`src/rtl/mcc_regs.vh`:
```
// Register map and field constants for the metering channel config/status bank
`ifndef MCC_REGS_VH
`define MCC_REGS_VH

// Register addresses
`define MCC_ADDR_EVENT_STATUS   16'hE600
`define MCC_ADDR_NOLOAD_STATUS  16'hE608
`define MCC_ADDR_COMP_MODE      16'hE60E
`define MCC_ADDR_CHANNEL_GAIN   16'hE60F
`define MCC_ADDR_SIGN_STATUS    16'hE617
`define MCC_ADDR_CORE_CONFIG    16'hE618

// Reset values
`define MCC_RST_COMP_MODE       16'h01FF
`define MCC_RST_CHANNEL_GAIN    16'h0000
`define MCC_RST_CORE_CONFIG     16'h0000

// Write masks: only documented fields are stored, plus comp_mode reserved bits 8:0
`define MCC_WMASK_COMP_MODE     16'h47FF
`define MCC_WMASK_CHANNEL_GAIN  16'h01FF
`define MCC_WMASK_CORE_CONFIG   16'h0041

// Computation mode fields
`define MCC_CM_GROUP_SEL_BIT    14
`define MCC_CM_PHASE_MSB        10
`define MCC_CM_PHASE_LSB        9
`define MCC_CM_RSVD_MSB         8
`define MCC_PHASE_VOLT_CUR      2'h0
`define MCC_PHASE_CUR_CUR       2'h2
`define MCC_PHASE_NONE          2'h3

// Gain fields
`define MCC_GAIN_DEF_LSB        6
`define MCC_GAIN_VOLT_LSB       3
`define MCC_GAIN_ABC_LSB        0
`define MCC_GAIN_MAX_CODE       3'h4

// Configuration fields
`define MCC_CFG_SOFT_RST_BIT    7
`define MCC_CFG_CAPTURE_BIT     6
`define MCC_CFG_INTEG_BIT       0

// Status field positions
`define MCC_EV_OC_LSB           3
`define MCC_SIGN_REACT_LSB      4
`define MCC_SIGN_ACT_LSB        0

`endif

```
`src/rtl/mcc_gain_decode.v`:
```
// Gain code decoder: three-bit code to one-hot shift of 1 to 16
`timescale 1ns/10ps
`include "mcc_regs.vh"

module mcc_gain_decode (
  input  wire [2:0] code_i,
  output wire [4:0] gain_onehot_o,
  output wire       code_valid_o
);

  // Reserved codes decode to no gain at all; datapath should hold last
  assign code_valid_o  = (code_i <= `MCC_GAIN_MAX_CODE);
  assign gain_onehot_o = code_valid_o ? (5'h01 << code_i) : 5'h00;

endmodule // mcc_gain_decode

```
`src/rtl/mcc_channel_bank.v`:
```
// Metering channel configuration and status register bank
`timescale 1ns/10ps
`include "mcc_regs.vh"

module mcc_channel_bank (
  input  wire        clk_sys_i,
  input  wire        reset_i,
  // Host register port (from the serial host port decoder)
  input  wire        reg_wr_i,
  input  wire        reg_rd_i,
  input  wire [15:0] reg_addr_i,
  input  wire [15:0] reg_wdata_i,
  output reg  [15:0] reg_rdata_o,
  output reg         reg_rvalid_o,
  // Measurement status inputs
  input  wire [5:0]  idle_flag_i,
  input  wire [2:0]  active_neg_i,
  input  wire [2:0]  reactive_neg_i,
  input  wire        overcurrent_evt_i,
  input  wire [2:0]  overcurrent_src_i,
  // Configuration outputs
  output reg         group_sel_def_o,
  output reg  [1:0]  phase_measure_mode_o,
  output reg         phase_measure_en_o,
  output reg  [4:0]  gain_group_abc_o,
  output reg  [4:0]  gain_voltage_o,
  output reg  [4:0]  gain_group_def_o,
  output reg         capture_port_enable_o,
  output reg         integrator_enable_o,
  output reg         soft_reset_o
);

  ////////////////////////////////////////////////////////////////////////////
  // Storage
  reg  [15:0] comp_mode;
  reg  [15:0] channel_gain;
  reg  [15:0] core_configuration;
  reg  [5:0]  idle_flag;
  reg  [2:0]  active_neg;
  reg  [2:0]  reactive_neg;
  reg  [2:0]  overcurrent_src;
  wire        soft_rst_req;
  wire [14:0] gain_onehot;
  wire [2:0]  gain_valid;
  wire        wr_comp_mode;
  wire        wr_channel_gain;
  wire        wr_core_config;
  reg  [15:0] next_comp_mode;
  reg  [15:0] next_channel_gain;
  reg  [15:0] next_core_configuration;
  reg  [15:0] next_rdata;

  ////////////////////////////////////////////////////////////////////////////
  // Write decode
  // One hit per writable register; writes to status addresses simply miss
  assign wr_comp_mode    = reg_wr_i && (reg_addr_i == `MCC_ADDR_COMP_MODE);
  assign wr_channel_gain = reg_wr_i && (reg_addr_i == `MCC_ADDR_CHANNEL_GAIN);
  assign wr_core_config  = reg_wr_i && (reg_addr_i == `MCC_ADDR_CORE_CONFIG);

  // Software reset fires on a config write with the trigger bit set
  assign soft_rst_req = wr_core_config && reg_wdata_i[`MCC_CFG_SOFT_RST_BIT];

  ////////////////////////////////////////////////////////////////////////////
  // Next values of the writable registers
  // Bits outside the write masks are dropped here and read back as zero; comp_mode reserved bits 8:0 are kept
  always @* begin
    next_comp_mode          = comp_mode;
    next_channel_gain       = channel_gain;
    next_core_configuration = core_configuration;
    if (wr_comp_mode) begin
      // Host is trusted to keep reserved low bits at ones; stored as written
      next_comp_mode = reg_wdata_i & `MCC_WMASK_COMP_MODE;
    end
    if (wr_channel_gain) begin
      next_channel_gain = reg_wdata_i & `MCC_WMASK_CHANNEL_GAIN;
    end
    if (wr_core_config) begin
      // Trigger bit lies outside the mask, so it is never stored
      next_core_configuration = reg_wdata_i & `MCC_WMASK_CORE_CONFIG;
    end
  end

  ////////////////////////////////////////////////////////////////////////////
  // Writable registers
  // Soft reset wins over the write that raised it, so the trigger bit never sticks
  always @(posedge clk_sys_i) begin
    if (reset_i || soft_rst_req) begin
      comp_mode          <= `MCC_RST_COMP_MODE;
      channel_gain       <= `MCC_RST_CHANNEL_GAIN;
      core_configuration <= `MCC_RST_CORE_CONFIG;
    end else begin
      comp_mode          <= next_comp_mode;
      channel_gain       <= next_channel_gain;
      core_configuration <= next_core_configuration;
    end
  end

  ////////////////////////////////////////////////////////////////////////////
  // Status capture
  // Sign and idle flags track live levels, one register stage behind the pins
  always @(posedge clk_sys_i) begin
    if (reset_i) begin
      idle_flag    <= 6'h00;
      active_neg   <= 3'h0;
      reactive_neg <= 3'h0;
    end else begin
      idle_flag    <= idle_flag_i;
      active_neg   <= active_neg_i;
      reactive_neg <= reactive_neg_i;
    end
  end

  // Overcurrent source holds the latest event; there is no clear, so a host
  // always sees the most recent three source bits rather than a sticky history
  always @(posedge clk_sys_i) begin
    if (reset_i) begin
      overcurrent_src <= 3'h0;
    end else if (overcurrent_evt_i) begin
      overcurrent_src <= overcurrent_src_i;
    end
  end

  ////////////////////////////////////////////////////////////////////////////
  // Gain decoders, one per channel group
  genvar g;
  generate
    for (g = 0; g < 3; g = g + 1) begin : gen_gain
      mcc_gain_decode u_dec (
        .code_i        (channel_gain[3*g+2:3*g]),
        .gain_onehot_o (gain_onehot[5*g+4:5*g]),
        .code_valid_o  (gain_valid[g])
      );
    end
  endgenerate

  ////////////////////////////////////////////////////////////////////////////
  // Angle mode decode
  // Code 01 is reserved and treated as no measurement, the safe reading
  wire [1:0]  phase_field;
  wire        next_phase_en;
  assign phase_field   = comp_mode[`MCC_CM_PHASE_MSB:`MCC_CM_PHASE_LSB];
  assign next_phase_en = (phase_field == `MCC_PHASE_VOLT_CUR) ||
                         (phase_field == `MCC_PHASE_CUR_CUR);

  ////////////////////////////////////////////////////////////////////////////
  // Configuration outputs, registered
  // Reserved gain codes keep the previous gain rather than zero it
  always @(posedge clk_sys_i) begin
    if (reset_i) begin
      group_sel_def_o       <= 1'b0;
      phase_measure_mode_o  <= `MCC_PHASE_VOLT_CUR;
      phase_measure_en_o    <= 1'b1;
      gain_group_abc_o      <= 5'h01;
      gain_voltage_o        <= 5'h01;
      gain_group_def_o      <= 5'h01;
      capture_port_enable_o <= 1'b0;
      integrator_enable_o   <= 1'b0;
      soft_reset_o          <= 1'b0;
    end else begin
      group_sel_def_o      <= comp_mode[`MCC_CM_GROUP_SEL_BIT];
      phase_measure_mode_o <= phase_field;
      phase_measure_en_o   <= next_phase_en;
      if (gain_valid[0]) begin
        gain_group_abc_o <= gain_onehot[4:0];
      end
      if (gain_valid[1]) begin
        gain_voltage_o <= gain_onehot[9:5];
      end
      if (gain_valid[2]) begin
        gain_group_def_o <= gain_onehot[14:10];
      end
      capture_port_enable_o <= core_configuration[`MCC_CFG_CAPTURE_BIT];
      integrator_enable_o   <= core_configuration[`MCC_CFG_INTEG_BIT];
      soft_reset_o          <= soft_rst_req;
    end
  end

  ////////////////////////////////////////////////////////////////////////////
  // Read mux: unmapped addresses read zero
  // Status words come from the registered copies, never straight from the pins
  always @* begin
    next_rdata = 16'h0000;
    case (reg_addr_i)
      `MCC_ADDR_EVENT_STATUS: begin
        next_rdata = {10'h000, overcurrent_src, 3'h0};
      end
      `MCC_ADDR_NOLOAD_STATUS: begin
        next_rdata = {10'h000, idle_flag};
      end
      `MCC_ADDR_COMP_MODE: begin
        next_rdata = comp_mode;
      end
      `MCC_ADDR_CHANNEL_GAIN: begin
        next_rdata = channel_gain;
      end
      `MCC_ADDR_SIGN_STATUS: begin
        next_rdata = {9'h000, reactive_neg, 1'b0, active_neg};
      end
      `MCC_ADDR_CORE_CONFIG: begin
        next_rdata = core_configuration;
      end
      default: begin
        next_rdata = 16'h0000;
      end
    endcase
  end

  ////////////////////////////////////////////////////////////////////////////
  // Read port: one-cycle registered answer
  // Data holds between reads, so a slow host may still pick it up late
  always @(posedge clk_sys_i) begin
    if (reset_i) begin
      reg_rdata_o  <= 16'h0000;
      reg_rvalid_o <= 1'b0;
    end else begin
      reg_rvalid_o <= reg_rd_i;
      if (reg_rd_i) begin
        reg_rdata_o <= next_rdata;
      end
    end
  end

endmodule // mcc_channel_bank

```
`config.mk`:
```
export PLATFORM = sky130hd
export DESIGN_NAME = mcc_channel_bank
export DESIGN_NICKNAME = d
export VERILOG_FILES = /design/src/rtl/mcc_gain_decode.v /design/src/rtl/mcc_channel_bank.v
export VERILOG_INCLUDE_DIRS = /design/src /design/src/rtl
export SDC_FILE = /design/constraint.sdc
export NUM_CORES = 1
export LEC_CHECK = 0
export ABC_AREA = 1
export ABC_CLOCK_PERIOD_IN_PS = 1600
export BUFFER_PORTS_ARGS = -buffer_cell sky130_fd_sc_hd__buf_4
export CORE_MARGIN = 4
export CORE_UTILIZATION = 30
export CTS_CLUSTER_SIZE = 10
export DETAILED_ROUTE_END_ITERATION = 6
export PLACE_DENSITY_LB_ADDON = 0.12
export SYNTH_ARGS = -nofsm -noshare
export SYNTH_HDL_FRONTEND = slang
export SYNTH_HIERARCHICAL = 1
export SYNTH_SLANG_ARGS = --single-unit
```
`constraint.sdc`:
```
create_clock -name clk_sys_i -period 1.6 [get_ports clk_sys_i]
set_clock_uncertainty 0.15 [all_clocks]
set_input_delay 0.24 -clock clk_sys_i [delete_from_list [all_inputs] [get_ports clk_sys_i]]
set_output_delay 0.24 -clock clk_sys_i [all_outputs]
set_load 0.1 [all_outputs]
```
======== Word level (Yosys, flattened, before mapping) ========
Cells that the tools add are included.
cells by class
  order comparisons ....................... 3
  equality and inequality tests ........... 7
  shift operators ......................... 3
  multiplexer cells ....................... 1
  reduce and logical (&&, ||, !) cells .... 7
operators with widths
  kind                                              number
  == test 16 bit (second input constant)            6
  case mux 15 bit (6 select lines)                  1
  << shifter 1 x 3 -> 5 bit (first input constant)  3
  <= comparator 3 bit (second input constant)       3
  logical AND 1 bit                                 4
  == test 2 bit (second input constant)             1
  zero test 2 bit                                   1
  logical OR 1 bit                                  2
word-level totals
  bits in registers ....................... 77
  input bits .............................. 52
  output and inout port bits .............. 39
  logic and storage cells ................. 39

======== Longest topological paths before layout ========
Gate-level depths: netlist of the first run.
  depth after elaboration ................. 4
  depth in mapped cells ................... 11
  gate-level depth less buffers ........... 10

======== By module ========
The synthesis of the first run kept the hierarchy.
by module, submodules not included
  module            instances  cells each  area each (um^2)  sequential area each (um^2)
  mcc_channel_bank  1          391         2972.9            1461.4
  mcc_gain_decode   3          12          50.0              0.0

======== Worst setup path before layout of the first run ========
No wires, ideal clock.
  path kind ............................... flip-flop to flip-flop
  start ................................... register reg_rdata_o[14] (netlist name)
  end ..................................... register reg_rdata_o[14]
  library setup time ...................... 0.071 ns
  arrival time ............................ 1.245 ns
  data required time ...................... 1.379 ns
  setup slack ............................. 0.134 ns
  cell stages (with the launch flop) ...... 3
  path buffers ............................ 0
  period minus slack after synthesis ...... 1.466 ns
  cell sequence ........................... dfxtp_1 -> o21ai_0 -> a21oi_1
RTL lines
  what                  line                    source
  end signal, assigned  mcc_channel_bank.v:218  reg_rdata_o <= next_rdata;
  end, declared         mcc_channel_bank.v:13   output reg [15:0] reg_rdata_o,

==> results of run 1 <==
[cell usage in the layout, fill, tap and decap left out, types with 14 or more instances in the layout]
cell type      Yosys  routed
nand3_1           56      56
o21ai_0           19      19
nand4_1           14      14
dlygate4sd3_1      0      20
inv_1             34      34
nand2_1           76      76
a21oi_1           22      22
dfxtp_1           73      73
nor2_1            73      73
buf_4              8      97
[through the flow]
stage                     power, W  setup WS (ns)  hold slack, ns  area (µm²)  setup TNS [ns]
final                      0.00379         0.0937          0.0148        4330               0
after global routing       0.00395         0.0290         0.00426        4330               0
after CTS                  0.00384          0.127         0.00116        4330               0
after detailed placement   0.00220         -0.189           0.277        3910           -2.53
after global placement     0.00220         -0.164           0.274        3910           -2.22
after floorplan            0.00207          0.134           0.197        3130               0
[where the power goes]
group | internal, W | switching, W
clock network | 0.000909 | 0.000685
registers | 0.00184 | 0.00000940
logic | 0.000142 | 0.000200
total | 0.00289 | 0.000894
[final cells by class]
class | instances | share of cell area
multi-input combinational | 291 | 0.317
tap | 133 | 0.0384
timing repair buffer | 118 | 0.219
inverter | 43 | 0.0376
clock buffer | 10 | 0.0318
clock inverter | 5 | 0.0185
sequential | 73 | 0.338
[state kept, by name (all words and copies together) (netlist names), 5 cells and up]
name,cells
channel_gain,9
comp_mode,12
gain_group_abc_o,5
gain_group_def_o,5
gain_voltage_o,5
idle_flag,6
reg_rdata_o,12
[cell families after synthesis]
family	share of synthesized area
DFF	0.468
buffers and inverters	0.0962
AOI/OAI and AO/OA	0.0809
other	0.00120
and+or+nand+nor	0.354
[repair_timing]
| item | CTS | global route |
|---|---|---|
| gates resized for setup | 0 | 0 |
| setup buffers | 0 | 0 |
| endpoints found under the hold margin | 19 | 0 |
| hold buffers | 20 | 0 |
| setup endpoints to repair | 0 | 0 |
[worst paths after layout]
kind / startpoint / to / slack, ns / cells after the start
hold / removal: reg_wdata_i[3] / comp_mode[3] / 0.01 / 3
setup / recovery: overcurrent_src_i[0] / overcurrent_src[0] / 0.09 / 5
hold reg to reg: comp_mode[14] / group_sel_def_o / 0.29 / 2
setup reg to reg: overcurrent_src[0] / overcurrent_src[0] / 0.27 / 3
[routing by layer]
metal	routed length, µm	share of wire
met4	95	0.011
met1	3900	0.47
met2	3740	0.45
met5	0	0
met3	537	0.065
[critical path, stage by stage]
cell,delay [ns]
dlygate4sd3_1,0.54
buf_4,0.13
nor2_1,0.09
nor2_1,0.05
dlygate4sd3_1,0.54
==> qor.yml, run 1 <==
run_status:
  outcome: "complete, no violations"
place:
  placed_cells_incl_taps: 638
  portBuffers: 82
  hpwl_mm: 6.02
  gp_congestion: 0.772
global_route:
  grt_max_degree: 28
  use_met1: 0.194
  track_usage: 0.145
  grt_antenna_before_repair: 0
  busiest_layer: "met2"
  grt_pass1_vias: 2827
  grt_overflow: 0
  grt_pass1_wl_mm: 13.6
  grt_use_met3: 0.0408
  met2_usage: 0.227
timing:
  max_freq_mhz: 664
  finalCritPeriodShare: 0.941
  rsz0062_at_grt: "false"
  hold_viol: 0
  setup_viol: 0
  slew_violations: 0
  period_needed_ns: 1.51
cts:
  clk_pin_slew_ns: 0.07
  clockRootBuffer: "clkbuf_8"
  clock_latency_ns: 0.35
  cts.sinks: 73
  cts_htree_levels: 3
  cts_tree: "done"
  clk_path_buf_depth: 2
  cts_buffers: 9
layout:
  nets: 588
  finalNonFillerCells: 673
  drive_gt1_frac: 0.272
  areaGrowthSynthToFinish_pct: 38.6
  diodes: 0
  multi_input_area_mm2: 0.00137
  utilization: 0.435
  nFillCells: 1029
  regArea_mm2: 0.00146
route:
  drt_iter0_markers: 108
  ant_nets: 0
  vias_per_cell: 4.46
  drtPass1Iterations: 4
  wl_per_cell_um: 12.3
  vias: 2999
  routed_wl_mm: 8.27
  drc: 0
floorplan:
  fp.dieH_um: 110
  die-area_mm2: 0.0121
  die_w_um: 110
  design.core.area_mm2: 0.00995
  ios: 91
  start_util: 0.314
  rows: 36
synthesis:
  synth.area.top_cells: "dfxtp_1 47%, nand2_1 9.1%, nand3_1 9.0%, nor2_1 8.8%, inv_1 4.1%"
  syn_area_per_cell_um2: 7.31
  yosys_register_bits: 73
  synth_cells: 427
  syn-cell-area_mm2: 0.00312
  ys_async_sr_fraction: 0
  synth-seq-area-share: 0.468
  yosys.area.top_type_share: 0.468
  netlist_top_cells_count: "76 x nand2_1, 73 x dfxtp_1, 73 x nor2_1"
  ys.flop_type: "dfxtp_1"
  synth.most_common_cell: "nand2_1"
  synth_edf_count: 0
  yosysTopAreaCell: "dfxtp_1"
  synth_cell_type_count: 25
  ys_warn_count: 6
setup_path:
  crit_arrival_ns: 1.59
  crit_type: "input pin to flop"
  cp.required_ns: 1.69
  path_max_fanout: 1
  critPathLaunchType: "input pin"
  end_kind: "flop"
power_and_ir_drop:
  p_per_area_mw_per_mm2: 875
  p_leak_nw: 1.97
  max-vdd-ir-drop_mv: 0.558
worst_hold_path:
  holdCritPathClass: "input pin to flop"
job:
  maxCapViolCount: 0
Power figures use the tool's default switching activity.
==> run 2: changes to the inputs <==
--- a/config.mk
+++ b/config.mk
@@ -6,13 +6,13 @@
 export SDC_FILE = /design/constraint.sdc
 export NUM_CORES = 1
 export LEC_CHECK = 0
-export ABC_AREA = 1
 export ABC_CLOCK_PERIOD_IN_PS = 1600
 export BUFFER_PORTS_ARGS = -buffer_cell sky130_fd_sc_hd__buf_4
 export CORE_MARGIN = 4
 export CORE_UTILIZATION = 30
 export CTS_CLUSTER_SIZE = 10
 export DETAILED_ROUTE_END_ITERATION = 6
+export MAX_ROUTING_LAYER = met4
 export PLACE_DENSITY_LB_ADDON = 0.12
 export SYNTH_ARGS = -nofsm -noshare
 export SYNTH_HDL_FRONTEND = slang
==> qor.yml, run 2 <==
route:
  ant_nets: 0  # unchanged
  vias_per_cell: 4.51  # +1.2%
  drtPass1Iterations: 4  # unchanged
  drc: 0  # unchanged
  wl_per_cell_um: 13.6  # +10%
  vias: 2642  # -12%
  routed_wl_mm: 7.96  # -3.8%
  drt_iter0_markers: 81  # -25%
synthesis:
  syn-cell-area_mm2: 0.00307  # -1.8%
  yosys_register_bits: 73  # unchanged
  yosysTopAreaCell: "dfxtp_1"
  synth.area.top_cells: "dfxtp_1 48%, mux2i_1 15%, nor2b_1 4.9%, nor2_1 4.5%, nor3b_1 2.4%"
  synth_cells: 308  # -28%
  synth-seq-area-share: 0.477  # +0.00859
  synthAdderAreaFrac: 0  # unchanged
  synthSimpleGateAreaFrac: 0.233  # -0.121
  synth_mux_area_frac: 0.154  # +0.154
  synth.most_common_cell: "dfxtp_1"
  ys_async_sr_fraction: 0  # unchanged
  synth_top_family_by_area: "simple AND/OR/NAND/NOR gates"
  ys.flop_type: "dfxtp_1"
  ys_warn_count: 6  # unchanged
  netlist_top_cells_count: "73 x dfxtp_1, 46 x mux2i_1, 37 x nor2_1"
  synth_xor_area_frac: 0  # unchanged
  synth_edf_count: 0  # unchanged
  yosys.area.top_type_share: 0.477  # +0.00859
  synth_cell_type_count: 45  # +80%
  syn_area_per_cell_um2: 9.96  # +36%
  synth_compound_area_frac: 0.0918  # +0.0109
global_route:
  grt_antenna_before_repair: 0  # unchanged
  track_usage: 0.142  # -0.00246
  grt_overflow: 0  # unchanged
  grt_pass1_vias: 2598  # -8.1%
  grt_pass1_wl_mm: 12.8  # -6.0%
  grt_max_degree: 23  # -18%
layout:
  top_regs: "comp_mode: 12 flops, reg_rdata_o: 12 flops, channel_gain: 9 flops"
  nets: 501  # -15%
  diodes: 0  # unchanged
  drive_gt1_frac: 0.347  # +0.0744
  utilization: 0.467  # +0.0321
  multi_input_area_mm2: 0.00154  # +12%
  nFillCells: 974  # -5.3%
  regArea_mm2: 0.00146  # unchanged
  layout_commonest_cell: "buf_4"
  final_cell_mix: "110 x buf_4, 73 x dfxtp_1, 46 x mux2i_1"
  finalNonFillerCells: 586  # -13%
  areaGrowthSynthToFinish_pct: 50.2
floorplan:
  fp.dieH_um: 109  # -0.84%
  design.core.area_mm2: 0.00986  # -0.91%
  ios: 91  # unchanged
  rows: 36  # unchanged
  start_util: 0.311  # -0.00284
  die_w_um: 109  # -0.84%
  die-area_mm2: 0.0119  # -1.7%
timing:
  setup_slack_ns: -0.184  # -0.278 ns
  setup_viol: 29  # +29
  slew-limit-headroom: 0.516
  max_freq_mhz: 560  # -16%
  finalCritPeriodShare: 1.12  # +0.174
  period_needed_ns: 1.78  # +0.278 ns
  hold_viol: 0  # unchanged
  rsz0062_at_grt: "true"
  slew_violations: 0  # unchanged
  worstMarginPinSlew_ns: 0.727
setup_path:
  path_delay_family: "simple AND/OR/NAND/NOR gates"
  cp.required_ns: 1.64  # -0.05 ns
  path_max_fanout: 12  # +11
  cpMaxStageDelayCell: "or4_4"
  crit_arrival_ns: 1.83  # +0.24 ns
  critPathLaunchType: "input pin"
  crit_chain: "buf_6, or3_4, or4_4, nor4_4, buf_12, mux2i_1, nand2_1"
  slowest_delay_ns: 0.45  # -0.09 ns
  critical_path_buf_inv_count: 2  # -1
  end_kind: "flop"
  crit_type: "input pin to flop"
place:
  placed_cells_incl_taps: 539  # -16%
  hpwl_mm: 5.89  # -2.1%
  gp_congestion: 0.756  # -2.0%
  portBuffers: 82  # unchanged
power_and_ir_drop:
  p_leak_nw: 2.07  # +5.1%
  p_per_area_mw_per_mm2: 780  # -11%
  max-vdd-ir-drop_mv: 0.425  # -24%
run_status:
  violations: "setup timing"
  outcome: "finished, violations left"
cts:
  clockRootBuffer: "clkbuf_8"
  cts_buffers: 9  # unchanged
  clk_path_buf_depth: 2  # unchanged
  clock_latency_ns: 0.34  # about the same
  cts_htree_levels: 3  # unchanged
  clk_pin_slew_ns: 0.07  # about the same
  cts_tree: "done"
  cts.sinks: 73  # unchanged
worst_hold_path:
  holdCritPathClass: "input pin to flop"
job:
  maxCapViolCount: 0  # unchanged
## run 2: changes by cell type in the layout (fill, tap and decap cells not counted), sizes merged, moves of 24 or more
cell,previous run,this run
nor2,79,38
inv,42,6
nor2b,0,24
nand3,58,4
mux2i,0,46
nand2,89,17
## run 2: repair_timing
item	CTS	global route
hold endpoints to repair	31	1
gates resized for setup	10	7
hold buffers	25	1
pin swaps	10	7
setup buffers	0	5
cloned	0	1
setup endpoints to repair	27	34
## run 2: final timing paths
check,from,depth (start not counted),endpoint,slack [ns]
max,reg_addr_i[5],7,comp_mode[4],-0.18
max reg2reg,channel_gain[4],3,gain_voltage_o[0],0.23
min reg2reg,reg_rdata_o[3],2,reg_rdata_o[3],0.31
min,overcurrent_evt_i,3,overcurrent_src[0],0.03
## run 2: layout make-up
type,instances,share of cell area
Clock buffer,9,0.0269
Inverter,6,0.00489
Tap cell,133,0.0361
Clock inverter,6,0.0130
Multi-Input combinational cell,213,0.335
Timing Repair Buffer,146,0.267
Sequential cell,73,0.317
## run 2: worst reg2reg max path, delay by kind of cell, from the launching register on
| family | cells | cell delay (ns) |
|---|---|---|
| AO/OA/AOI/OAI | 2 | 0.70 |
| AND/OR/NAND/NOR | 1 | 0.10 |
| flip-flops | 1 | 0.31 |
## run 2: stage by stage
| stage | total power [W] | worst slack, ns | instance area, µm² | hold slack, ns | TNS, ns |
|---|---|---|---|---|---|
| 2_1_floorplan | 0.00204 | -0.424 | 3090 | 0.218 | -7.99 |
| 3_3_place_gp | 0.00221 | -0.524 | 4020 | 0.297 | -15.28 |
| 3_5_place_dp | 0.00221 | -0.559 | 4020 | 0.302 | -15.33 |
| 4_1_cts | 0.00364 | -0.179 | 4500 | 0.00558 | -2.52 |
| 5_1_grt | 0.00377 | -0.254 | 4610 | 0.0296 | -4.65 |
| 6_report | 0.00360 | -0.184 | 4610 | 0.0328 | -3.49 |
## run 2: kinds of logic (layout without fill, tap and decap cells)
| kind of cell | count (synthesis) | in the layout |
|---|---|---|
| AND/OR/NAND/NOR | 125 | 125 |
| flip-flops | 73 | 73 |
| multiplexers | 47 | 47 |
| AO/OA/AOI/OAI | 37 | 37 |
| buffers and inverters | 25 | 167 |
| other | 1 | 4 |
## run 2: where the power goes
group	switching [W]	total (W)	internal (W)
clock network	0.000659	0.00136	0.000703
registers	0.00000725	0.00184	0.00184
logic	0.000190	0.000389	0.000199
total	0.000856	0.00360	0.00274
## run 2: routing by layer
layer | track usage | wire, µm | part of all wire
met1 | 0.179 | 3780 | 0.47
met2 | 0.226 | 3700 | 0.46
met3 | 0.0426 | 424 | 0.053
met4 | 0.0298 | 57 | 0.0072
met5 | - | 0 | 0
==> run 3: changes to the inputs <==
--- a/config.mk
+++ b/config.mk
@@ -16,5 +16,4 @@
 export PLACE_DENSITY_LB_ADDON = 0.12
 export SYNTH_ARGS = -nofsm -noshare
 export SYNTH_HDL_FRONTEND = slang
-export SYNTH_HIERARCHICAL = 1
 export SYNTH_SLANG_ARGS = --single-unit
==> qor.yml, run 3 <==
setup_path:
  reg2reg_from: "core_configuration[0]"
  timing.critical_path.from: "reg_addr_i[5]"
  cp.required_ns: 1.74  # +0.10 ns
  end_kind: "flop"
  crit_type: "input pin to flop"
  path_max_fanout: 4  # -8
  critPathLaunchType: "input pin"
  crit_arrival_ns: 1.72  # -0.11 ns
synthesis:
  yosys.area.top_type_share: 0.490  # +0.0132
  syn-cell-area_mm2: 0.00298  # -2.7%
  yosys_register_bits: 73  # unchanged
  synth_cell_type_count: 47  # +4.4%
  synth.area.top_cells: "dfxtp_1 49%, nand2_1 7.2%, nor2b_1 5.0%, a21oi_1 4.2%, nor2_1 3.3%"
  synth_edf_count: 0  # unchanged
  ys_async_sr_fraction: 0  # unchanged
  netlist_top_cells_count: "73 x dfxtp_1, 57 x nand2_1, 26 x nor2_1"
  syn_area_per_cell_um2: 8.78  # -12%
  synth_cells: 340  # +10%
  synth.most_common_cell: "dfxtp_1"
  yosysTopAreaCell: "dfxtp_1"
  synth-seq-area-share: 0.490  # +0.0132
  ys.flop_type: "dfxtp_1"
  ys_warn_count: 0  # -6
route:
  ant_nets: 0  # unchanged
  drtPass1Iterations: 4  # unchanged
  wl_per_cell_um: 14.5  # +7.0%
  routed_wl_mm: 8.92  # +12%
  drt_iter0_markers: 151  # +86%
  drc: 0  # unchanged
  vias: 2842  # +7.6%
  vias_per_cell: 4.63  # +2.7%
layout:
  regArea_mm2: 0.00146  # +0.17%
  nets: 528  # +5.4%
  areaGrowthSynthToFinish_pct: 54.0
  final_cell_mix: "106 x buf_4, 71 x dfxtp_1, 49 x nand2_1"
  top_regs: "comp_mode: 12 flops, reg_rdata_o: 12 flops, channel_gain: 9 flops"
  multi_input_area_mm2: 0.00151  # -2.4%
  diodes: 0  # unchanged
  layout_commonest_cell: "buf_4"
  drive_gt1_frac: 0.362  # +0.0152
  nFillCells: 986  # +1.2%
job:
  maxCapViolCount: 0  # unchanged
power_and_ir_drop:
  total_power_w: 0.00397  # +10%
  p_per_area_mw_per_mm2: 864  # +11%
  p_leak_nw: 1.88  # -9.4%
  max-vdd-ir-drop_mv: 0.468  # +10%
timing:
  hold_viol: 0  # unchanged
  max_freq_mhz: 633  # +13%
  period_needed_ns: 1.58  # -0.203 ns
  rsz0062_at_grt: "true"
  hold_ws_ns: 0.0360  # +0.00320 ns
  setup_viol: 0  # -100%
  finalCritPeriodShare: 0.988  # -0.127
  slew_violations: 0  # unchanged
cts:
  clk_pin_slew_ns: 0.08  # about the same
  clock_latency_ns: 0.35  # about the same
  clk_path_buf_depth: 2  # unchanged
  cts.sinks: 73  # unchanged
  cts_buffers: 9  # unchanged
  cts_tree: "done"
  clockRootBuffer: "clkbuf_8"
  cts_htree_levels: 3  # unchanged
global_route:
  grt_pass1_wl_mm: 14.3  # +12%
  grt_pass1_vias: 2776  # +6.9%
  grt_overflow: 0  # unchanged
  grt_max_degree: 39  # +70%
  track_usage: 0.164  # +0.0217
  grt_antenna_before_repair: 0  # unchanged
floorplan:
  start_util: 0.307  # -0.00417
  fp.dieH_um: 108  # -1.3%
  rows: 36  # unchanged
  design.core.area_mm2: 0.00973  # -1.4%
  die_w_um: 108  # -1.3%
  ios: 91  # unchanged
  die-area_mm2: 0.0116  # -2.5%
worst_hold_path:
  holdCritPathClass: "input pin to flop"
  holdCritStartpoint: "overcurrent_evt_i"
run_status:
  outcome: "complete, no violations"
place:
  hpwl_mm: 6.74  # +14%
  portBuffers: 82  # unchanged
  gp_congestion: 0.859  # +14%
[run 3: changes by cell type after synthesis, moves of 4 or more]
cell / previous run / this run
a22o_1: 6 / 2
nor2_1: 37 / 26
or3_1: 1 / 5
a222oi_1: 0 / 6
nand2_1: 16 / 57
mux2i_1: 46 / 5
and3_1: 7 / 3
nor3_1: 7 / 13
nand3_1: 4 / 15
and3b_2: 4 / 0
nor3b_1: 10 / 4
a21oi_1: 6 / 25
o21ai_0: 4 / 9
mux2_2: 1 / 5
[run 3: layout make-up]
type                            count  share of cell area
Multi-Input combinational cell    245               0.327
Inverter                            5             0.00408
Tap cell                          133              0.0362
Clock buffer                       11              0.0308
Timing Repair Buffer              142               0.261
Sequential cell                    73               0.318
Clock inverter                      5              0.0223
[run 3: routing by layer]
metal	GRT usage	routed length [µm]	up-vias
met1	0.215	4170	1314
met5	-	0	-
met2	0.253	4150	71
li1	-	-	1448
met3	0.0438	490	9
met4	0.0388	106	0
[run 3: stage by stage]
stage / area [µm²] / setup slack [ns] / cells / utilization / TNS [ns]
2_1_floorplan: 3070 / -0.304 / 343 / - / -7.77
3_3_place_gp: 3950 / -0.364 / 565 / 0.406 / -11.56
3_5_place_dp: 3950 / -0.447 / 565 / 0.406 / -11.92
4_1_cts: 4470 / 0.0177 / 608 / 0.460 / 0
5_1_grt: 4600 / -0.0517 / 614 / 0.472 / -0.119
6_report: 4600 / 0.0190 / 614 / 0.472 / 0
[run 3: final timing paths]
kind / to / slack (ns) / depth (start not counted)
max: channel_gain[1] / 0.02 / 7
min: overcurrent_src[2] / 0.04 / 3
max reg2reg: reg_rdata_o[0] / 0.22 / 3
min reg2reg: gain_group_abc_o[2] / 0.32 / 2
[run 3: cell families (layout without fill, tap and decap cells)]
family,count (synthesis),in the layout,share of synthesized area
AOI/OAI and AO/OA,57,57,0.123
buffers and inverters,26,163,0.0474
DFF,73,73,0.490
muxes,10,10,0.0356
other,1,4,0.00126
and+or+nand+nor,173,174,0.303
[run 3: worst max-delay path, stage by stage]
cell and delay [ns]:
buf_4 0.12, or4_4 0.58, nor4_4 0.23, and2_4 0.24, clkbuf_16 0.14, nand2_1 0.06, a21oi_2 0.12
[run 3: what timing repair did]
item	CTS	global route
pin swaps	0	4
buffers inserted	0	3
gates resized for setup	2	22
endpoints found under the setup margin	3	30
hold buffers	27	0
endpoints found under the hold margin	29	0
gates cloned	0	3
[run 3: power breakdown]
group,switching [W],total (W),internal (W),leakage [nW]
clock network,0.000682,0.00176,0.00108,0.120
registers,0.00000776,0.00185,0.00184,0.594
logic,0.000184,0.000367,0.000183,1.17
